## config.mk

```make
export PLATFORM = sky130hd
export DESIGN_NAME = uetc_endpoint
export DESIGN_NICKNAME = d
export VERILOG_FILES = /design/src/shared/uetc_pkg.sv /design/src/design/uetc_endpoint.sv
export VERILOG_INCLUDE_DIRS = /design/src /design/src/shared
export SDC_FILE = /design/constraint.sdc
export NUM_CORES = 1
export LEC_CHECK = 0
export ABC_AREA = 0
export BUFFER_PORTS_ARGS = -buffer_cell sky130_fd_sc_hd__buf_2
export CORE_AREA = 2 2 72 87
export CTS_CLUSTER_DIAMETER = 60
export DETAILED_ROUTE_END_ITERATION = 6
export DIE_AREA = 0 0 74 89
export GPL_TIMING_DRIVEN = 0
export PLACE_DENSITY_LB_ADDON = 0.1
export SETUP_SLACK_MARGIN = 0.1
export SKIP_CTS_REPAIR_TIMING = 1
export SYNTH_ARGS = -nofsm -noshare
export SYNTH_HDL_FRONTEND = slang
export SYNTH_SLANG_ARGS = --single-unit
```

## constraint.sdc

```tcl
create_clock -name clk_in -period 1.2 [get_ports clk_in]
set_input_delay 0.24 -clock clk_in [delete_from_list [all_inputs] [get_ports clk_in]]
set_output_delay 0.24 -clock clk_in [all_outputs]
set_load 0.05 [all_outputs]
```

## src/shared/uetc_defines.svh

```systemverilog
// Constants for the endpoint control and transmit block
//
// Behaviour
// - Type field at bits 10:9 selects bulk, control, isochronous or interrupt behaviour.
// - SETUP handled only on control endpoints; ignored on all other types.
// - SETUP on control endpoint with receive NAK gets no handshake at all.
// - SETUP on control endpoint with receive STALL is accepted, sets setup_seen.
// - OUT on control endpoint with kind clear follows normal receive status handling.
// - Bulk and interrupt behave alike except for the kind bit feature.
// - Kind bit 8 meaning follows type; on bulk it enables double buffering.
// - Control with kind set: OUT with data answered STALL; clear accepts any.
// - Transmit done flag at bit 7 sets on each successful IN transaction.
// - Done sets endpoint interrupt always; generic interrupt when mask bit set.
// - NAK, STALL, errors and toggle mismatches leave transmit done unchanged.
// - Software write 0 clears transmit done; write 1 leaves it.
// - Toggle bit 6 gives next data PID; flips on host ACK.
// - SETUP on control endpoint forces transmit toggle to 1.
// - Isochronous sends DATA0 only; toggle selects buffer, flips after each packet sent without error.
// - Toggle write 1 inverts, write 0 keeps; software initialises it so.
// - Each transmit status bit 5:4 inverts on write 1, keeps on 0.
// - Correct IN on single-buffered non-iso endpoint, or control SETUP, sets transmit status NAK.
// - Double-buffered bulk status follows availability of the two buffers.
// - Isochronous transmit status is changed by hardware only on bus reset, which sets it disabled.
// - Four-bit number field at bits 3:0 matched against token endpoint numbers.
// - Transmit status: 00 disabled, 01 stall, 10 NAK, 11 valid.
// - Type encoding: 00 bulk, 01 control, 10 isochronous, 11 interrupt.
// - Receive status NAK answers every OUT token with NAK.
`ifndef UETC_DEFINES_SVH
`define UETC_DEFINES_SVH

`define UETC_ADDR_EPCS 4'h0
`define UETC_ADDR_CTRL 4'h1
`define UETC_ADDR_EVT 4'h2

`define UETC_TYPE_HI 10
`define UETC_TYPE_LO 9
`define UETC_KIND_BIT 8
`define UETC_TXDONE_BIT 7
`define UETC_TOG_BIT 6
`define UETC_STAT_HI 5
`define UETC_STAT_LO 4
`define UETC_NUM_HI 3
`define UETC_NUM_LO 0
`define UETC_MASK_BIT 0

`define UETC_RESET_EPCS 16'h0000

`endif

```

## src/shared/uetc_pkg.sv

```systemverilog
// Types for the endpoint control and transmit block
package uetc_pkg;
    typedef enum logic [1:0] {
        UETC_BULK = 2'h0,
        UETC_CONTROL = 2'h1,
        UETC_ISO = 2'h2,
        UETC_INTR = 2'h3
    } uetc_type_e;

    typedef enum logic [1:0] {
        UETC_DISABLED = 2'h0,
        UETC_STALL = 2'h1,
        UETC_NAK = 2'h2,
        UETC_VALID = 2'h3
    } uetc_stat_e;

    typedef enum logic [1:0] {
        UETC_HS_NONE = 2'h0,
        UETC_HS_ACK = 2'h1,
        UETC_HS_NAK = 2'h2,
        UETC_HS_STALL = 2'h3
    } uetc_hs_e;

    typedef enum logic [1:0] {
        UETC_TOK_IN = 2'h0,
        UETC_TOK_OUT = 2'h1,
        UETC_TOK_SETUP = 2'h3
    } uetc_tok_e;

    // Token from the serial engine
    typedef struct packed {
        uetc_tok_e kind;
        logic [3:0] number;
        logic has_data;
    } uetc_token_s;

    // End of an IN data phase from the serial engine
    typedef struct packed {
        logic sent;
        logic acked;
        logic error;
    } uetc_txend_s;

    // Answer to a token
    typedef struct packed {
        uetc_hs_e handshake;
        logic send_data;
        logic data_pid;
        logic setup_accept;
    } uetc_answer_s;
endpackage

```

## src/design/uetc_endpoint.sv

```systemverilog
// Endpoint control register and transmit-side state machine
//
// The address-and-strobe port and the register addresses were left to the implementer.
module uetc_endpoint
    import uetc_pkg::*;
(
    input wire logic clk_in,
    input wire logic arst_n_in,
    input wire logic [3:0] reg_addr_in,
    input wire logic [15:0] reg_wdata_in,
    input wire logic reg_wr_in,
    input wire logic reg_rd_in,
    output logic [15:0] reg_rdata_out,
    input wire logic tok_valid_in,
    input wire uetc_token_s tok_in,
    input wire logic txend_valid_in,
    input wire uetc_txend_s txend_in,
    input wire logic [1:0] rx_stat_in,
    input wire logic [1:0] double_buffer_enable_free_in,
    input wire logic bus_reset_in,
    output uetc_answer_s answer_out,
    output logic answer_valid_out,
    output logic tx_buf_sel_out,
    output logic ep_irq_out,
    output logic gen_irq_out
);
`include "uetc_defines.svh"

    // ----------------------------------------
    // Reset release
    // ----------------------------------------
    logic rst_meta;
    logic rst_n;
    always_ff @(posedge clk_in or negedge arst_n_in) begin
        if (!arst_n_in) begin
            rst_meta <= 1'b0;
            rst_n <= 1'b0;
        end else begin
            rst_meta <= 1'b1;
            rst_n <= rst_meta;
        end
    end

    // ----------------------------------------
    // Register fields
    // ----------------------------------------
    uetc_type_e endpoint_type_field;
    logic endpoint_kind_bit;
    logic tx_done;
    logic tx_tog;
    uetc_stat_e tx_stat;
    logic [3:0] ep_num;
    logic done_mask;
    logic setup_seen;
    logic in_pending;

    wire logic wr_epcs = reg_wr_in && (reg_addr_in == `UETC_ADDR_EPCS);
    wire logic wr_ctrl = reg_wr_in && (reg_addr_in == `UETC_ADDR_CTRL);
    wire logic hit = tok_valid_in && (tok_in.number == ep_num);
    wire logic is_ctrl = (endpoint_type_field == UETC_CONTROL);
    wire logic is_iso = (endpoint_type_field == UETC_ISO);
    wire logic dbl = (endpoint_type_field == UETC_BULK) && endpoint_kind_bit;
    wire logic setup_hit = hit && (tok_in.kind == UETC_TOK_SETUP) && is_ctrl;
    wire logic setup_take = setup_hit && (rx_stat_in != 2'h2) && (rx_stat_in != 2'h0);
    wire logic tx_end = txend_valid_in && in_pending;
    wire logic tx_good = tx_end && txend_in.sent && !txend_in.error &&
        (is_iso || txend_in.acked);

    // ----------------------------------------
    // Token decode for the checks
    // ----------------------------------------
    wire logic in_hit = hit && (tok_in.kind == UETC_TOK_IN);
    wire logic out_hit = hit && (tok_in.kind == UETC_TOK_OUT);
    wire logic setup_any = hit && (tok_in.kind == UETC_TOK_SETUP);
    wire logic tog_wr = wr_epcs && reg_wdata_in[`UETC_TOG_BIT];
    wire logic stat_quiet = !wr_epcs && !bus_reset_in;

    // ----------------------------------------
    // Configuration fields
    // ----------------------------------------
    always_ff @(posedge clk_in or negedge rst_n) begin
        if (!rst_n) begin
            endpoint_type_field <= UETC_BULK;
            endpoint_kind_bit <= 1'b0;
            ep_num <= 4'h0;
            done_mask <= 1'b0;
        end else begin
            if (wr_epcs) begin
                endpoint_type_field <= uetc_type_e'(reg_wdata_in[`UETC_TYPE_HI:`UETC_TYPE_LO]);
                endpoint_kind_bit <= reg_wdata_in[`UETC_KIND_BIT];
                ep_num <= reg_wdata_in[`UETC_NUM_HI:`UETC_NUM_LO];
            end
            if (wr_ctrl) begin
                done_mask <= reg_wdata_in[`UETC_MASK_BIT];
            end
        end
    end

    // ----------------------------------------
    // Transmit done flag, set wins over clear
    // ----------------------------------------
    always_ff @(posedge clk_in or negedge rst_n) begin
        if (!rst_n) begin
            tx_done <= 1'b0;
        end else if (tx_good) begin
            tx_done <= 1'b1;
        end else if (wr_epcs && !reg_wdata_in[`UETC_TXDONE_BIT]) begin
            tx_done <= 1'b0;
        end
    end

    // ----------------------------------------
    // Transmit toggle
    // ----------------------------------------
    always_ff @(posedge clk_in or negedge rst_n) begin
        if (!rst_n) begin
            tx_tog <= 1'b0;
        end else if (bus_reset_in) begin
            tx_tog <= 1'b0;
        end else if (setup_hit) begin
            tx_tog <= 1'b1;
        end else begin
            if (tx_good ^ (wr_epcs && reg_wdata_in[`UETC_TOG_BIT])) begin
                tx_tog <= !tx_tog;
            end
        end
    end

    // ----------------------------------------
    // Transmit status
    // ----------------------------------------
    logic [1:0] next_stat;
    always_comb begin
        next_stat = tx_stat;
        if (bus_reset_in) begin
            next_stat = UETC_DISABLED;
        end else if (wr_epcs) begin
            next_stat = tx_stat ^ reg_wdata_in[`UETC_STAT_HI:`UETC_STAT_LO];
        end else if (is_iso) begin
            next_stat = tx_stat;
        end else if (dbl && tx_good) begin
            next_stat = (double_buffer_enable_free_in == 2'h0) ? UETC_NAK : UETC_VALID;
        end else if (tx_good || setup_take) begin
            next_stat = UETC_NAK;
        end
    end

    always_ff @(posedge clk_in or negedge rst_n) begin
        if (!rst_n) begin
            tx_stat <= UETC_DISABLED;
        end else begin
            tx_stat <= uetc_stat_e'(next_stat);
        end
    end

    // ----------------------------------------
    // Transaction tracking
    // ----------------------------------------
    always_ff @(posedge clk_in or negedge rst_n) begin
        if (!rst_n) begin
            in_pending <= 1'b0;
            setup_seen <= 1'b0;
        end else begin
            if (hit && tok_in.kind == UETC_TOK_IN && tx_stat == UETC_VALID) begin
                in_pending <= 1'b1;
            end else if (tx_end || bus_reset_in) begin
                in_pending <= 1'b0;
            end
            if (setup_take) begin
                setup_seen <= 1'b1;
            end else if (hit && tok_in.kind != UETC_TOK_SETUP && is_ctrl) begin
                setup_seen <= 1'b0;
            end
        end
    end

    // ----------------------------------------
    // Token answer
    // ----------------------------------------
    always_ff @(posedge clk_in or negedge rst_n) begin
        if (!rst_n) begin
            answer_out <= '0;
            answer_valid_out <= 1'b0;
        end else begin
            answer_out <= '0;
            answer_valid_out <= 1'b0;
            if (hit) begin
                answer_valid_out <= 1'b1;
                case (tok_in.kind)
                    UETC_TOK_IN: begin
                        case (tx_stat)
                            UETC_STALL: answer_out.handshake <= UETC_HS_STALL;
                            UETC_NAK: answer_out.handshake <= UETC_HS_NAK;
                            UETC_VALID: begin
                                answer_out.send_data <= 1'b1;
                                answer_out.data_pid <= is_iso ? 1'b0 : tx_tog;
                            end
                            default: answer_valid_out <= 1'b0;
                        endcase
                    end
                    UETC_TOK_OUT: begin
                        if (is_ctrl && endpoint_kind_bit && tok_in.has_data &&
                            rx_stat_in == 2'h3) begin
                            answer_out.handshake <= UETC_HS_STALL;
                        end else begin
                            case (rx_stat_in)
                                2'h1: answer_out.handshake <= UETC_HS_STALL;
                                2'h2: answer_out.handshake <= UETC_HS_NAK;
                                2'h3: answer_out.handshake <= is_iso ? UETC_HS_NONE : UETC_HS_ACK;
                                default: answer_valid_out <= 1'b0;
                            endcase
                        end
                    end
                    UETC_TOK_SETUP: begin
                        if (setup_take) begin
                            answer_out.handshake <= UETC_HS_ACK;
                            answer_out.setup_accept <= 1'b1;
                        end else begin
                            answer_valid_out <= 1'b0;
                        end
                    end
                    default: answer_valid_out <= 1'b0;
                endcase
            end
        end
    end

    // ----------------------------------------
    // Read data and interrupts
    // ----------------------------------------
    always_ff @(posedge clk_in or negedge rst_n) begin
        if (!rst_n) begin
            reg_rdata_out <= `UETC_RESET_EPCS;
        end else if (reg_rd_in) begin
            case (reg_addr_in)
                `UETC_ADDR_EPCS: reg_rdata_out <= {5'h00, endpoint_type_field, endpoint_kind_bit, tx_done, tx_tog,
                    tx_stat, ep_num};
                `UETC_ADDR_CTRL: reg_rdata_out <= {15'h0000, done_mask};
                `UETC_ADDR_EVT: reg_rdata_out <= {14'h0000, setup_seen, in_pending};
                default: reg_rdata_out <= 16'h0000;
            endcase
        end else begin
            reg_rdata_out <= 16'h0000;
        end
    end

    assign ep_irq_out = tx_done;
    assign gen_irq_out = tx_done && done_mask;
    assign tx_buf_sel_out = tx_tog;
endmodule

```

==> results by group <==
Run status
  • Status: complete, but fails checks
  • Failing checks: negative setup slack

Power
  • Total Power: between 2 and 3 mW
  • PwrDens: between 1000 and 1500 nW/µm²
  • Cell leakage power: 1.256 nW
  • Max VDD drop: 465.9 µV

Timing
  • TNS Setup: -2.895 ns
  • Maximum clock frequency: between 0.6 and 0.7 GHz
  • Fin. max-slew vios: 0
  • Clock period minus worst slack: 1.476 ns
  • Worst slew pin tran: 0.6975 ns
  • Unrepaired setup endpoints after global routing: yes
  • Slew HR: 53.50%
  • Min setup slack post-route: -0.2764 ns
  • Final Hold Vio Count: 0
  • Clock Skew: 0.004691 ns
  • Final setup violation count: 19
  • Period utilisation layout: 123.0%

Layout
  • Layout Nets: roughly 270
  • Layout cell share with drive strength beyond 1: 52.00%
  • Finished Layout Cells: 305
  • Commonest cells after routing, fill and taps aside: buf_2, dfrtp_1, buf_4
  • Final-layout fill cell count: ~550
  • Commonest non-fill, non-tap cell in the layout: buf_2
  • Layout Cell Area excl Fill: between 2000 and 2500 µm²
  • # diodes: 0
  • Area Overhead vs Synth: 48.40%
  • Multi-input gate area: ~900 µm²
  • Register area: around 830 µm²

Routing
  • Iter 0 DRT Violations: 39
  • Detailed-router iteration count before antenna repair: 4
  • Via count: 1,336
  • Routed vias/inst: ~4.4
  • Post-DR wirelength/cell: approximately 14 µm
  • ANT nets after route: 0
  • DRC errors left: 0
  • Detailed Route WL: about 4.2 mm

Synth
  • Number of flops mapped to enable cells by yosys: 0
  • Sequential area share after synthesis: 49.22%
  • Synth top area cells: dfrtp_1, mux2_2, ha_1
  • Warnings from Yosys: 0
  • Synthesis-stage register bit count: 33
  • Ys flop type: dfrtp_1
  • Ys async rst share: 100.0%
  • Cells after Synth: 147
  • Yosys top cell area share: 49.22%
  • Cell variety after synth: 43
  • Cell taking the most area after synthesis: dfrtp_1
  • Synth Area per Inst: around 11 µm²
  • Netlist Area Pre-Place: 1678 µm²

GRT
  • Gr usage total: 12.97%
  • First-pass GRT wire length: roughly 6.4 mm
  • Largest net degree at the start of global routing: 32
  • Antenna violations before repair: 0
  • Vias in the first global route: ~1,400
  • Grt total ovfl: 0

Placement
  • Post-Place Cells: 284
  • I/O Buffers: 53
  • Placer Congestion: 0.8209
  • Placed Area: 2081 µm²
  • Post-detail-place hpwl: about 3.1 mm

Worst setup path
  • Buffers & Inverters on Critical Path: 2
  • Crit end category: register
  • Critical path class: register to register
  • Max stage delay on crit path: 0.41 ns
  • CP required: 1.42 ns
  • WP data arrival: 1.70 ns
  • Crit Path Max Fanout: 8
  • Crit-path slowest cell: dfrtp_1
  • Critical path startpoint category: register
  • Delay-heaviest family, CP: simple AND/OR/NAND/NOR gates
  • Critical path, cell by cell: xor2_2 > nor4_4 > buf_6 > nand4_1 > inv_1 > and3_1

Floorplan
  • Initial core utilization: 29.60%
  • Rows: 30
  • Die area: 6586 µm²
  • DIE WIDTH: 74 µm
  • Die Y-Extent: 89 µm
  • Area of the core: 5668 µm²
  • Io pins: 66

Clocking
  • H-tree depth: 2
  • Max clock buf depth: 2
  • TritonCTS clock tree: yes
  • Clock slew at reported path FFs: 0.07 ns
  • Clk Latency, worst-skew pair: 0.28 ns
  • Clk root buf: clkbuf_8
  • Num CTS Buffers: 5
  • # clock sinks: 33

Job
  • Total of max-cap violations: 0

Hold path
  • Hold crit path type: input port to register
## area by class of cell
class	count	area share [%]
buffer	7	2.764
sequential	33	33.47
timing repair buffer	66	18.59
inverter	7	1.055
multi-input combinational	105	35.93
clock buffer	5	2.764
clock inverter	2	1.407
tap	80	4.020
## final timing paths
check	depth (start not counted)	slack [ns]	startpoint	to
min in group asynchronous	2	0.27	arst_n_in	rst_n
min	2	0.19	reg_wdata_in[8]	endpoint_kind_bit
max reg2reg	6	-0.28	ep_num[3]	answer_out[1]
max in group asynchronous	0	0.39	rst_n	ep_num[0]
min reg2reg	0	0.32	rst_n	endpoint_kind_bit
max	6	-0.28	ep_num[3]	answer_out[1]
## power by group
| part | switching, mW | total (mW) | internal [mW] |
|---|---|---|---|
| Clock | 0.406 | 1.01 | 0.603 |
| Sequential | 0.104 | 1.30 | 1.19 |
| Combinational | 0.284 | 0.592 | 0.308 |
## state kept, by name, summed over array words and instances, names as in the netlist, 2 cells and up
register and cells:
reg_rdata_out 11, answer_out 5, ep_num 4, endpoint_type_field 2, tx_stat 2
## per-stage QoR
step | hold WS, ns | setup WS, ns | utilization [%]
floorplan | -0.05559 | -0.3327 | -
global placement | 0.02517 | -0.5599 | 36.71
detailed placement | 0.02558 | -0.5629 | 36.71
CTS | -0.2781 | -0.5833 | 38.54
global route | 0.1859 | -0.3402 | 43.93
finish | 0.1905 | -0.2764 | 43.93
## Yosys cell counts (all sizes together) (4+ instances only)
| library cell | count |
|---|---|
| dfrtp | 33 |
| nor2 | 11 |
| and2 | 9 |
| buf | 7 |
| inv | 7 |
| mux2 | 7 |
| nand2 | 7 |
| ha | 6 |
| o21ai | 6 |
| a21oi | 5 |
| nand3 | 5 |
| nor3 | 4 |
| xor2 | 4 |
## per-layer routing
layer	up-vias	wire length, µm	track usage [%]
li1	653	-	-
met1	646	1821	15.42
met2	33	2203	22.65
met3	4	174	3.608
met4	0	42	3.967
met5	-	0	0
## cell families after synthesis
kind of cell,Yosys count,synth area share [%]
and+or+nand+nor,54,21.33
buffers and inverters,14,5.146
xor gates and xnor gates,6,3.952
other,2,0.4476
muxes,9,5.891
AOI/OAI and AO/OA,23,9.545
adders and majority gates,6,4.474
DFF,33,49.22
Note: power is estimated with default switching activity, not from simulation.
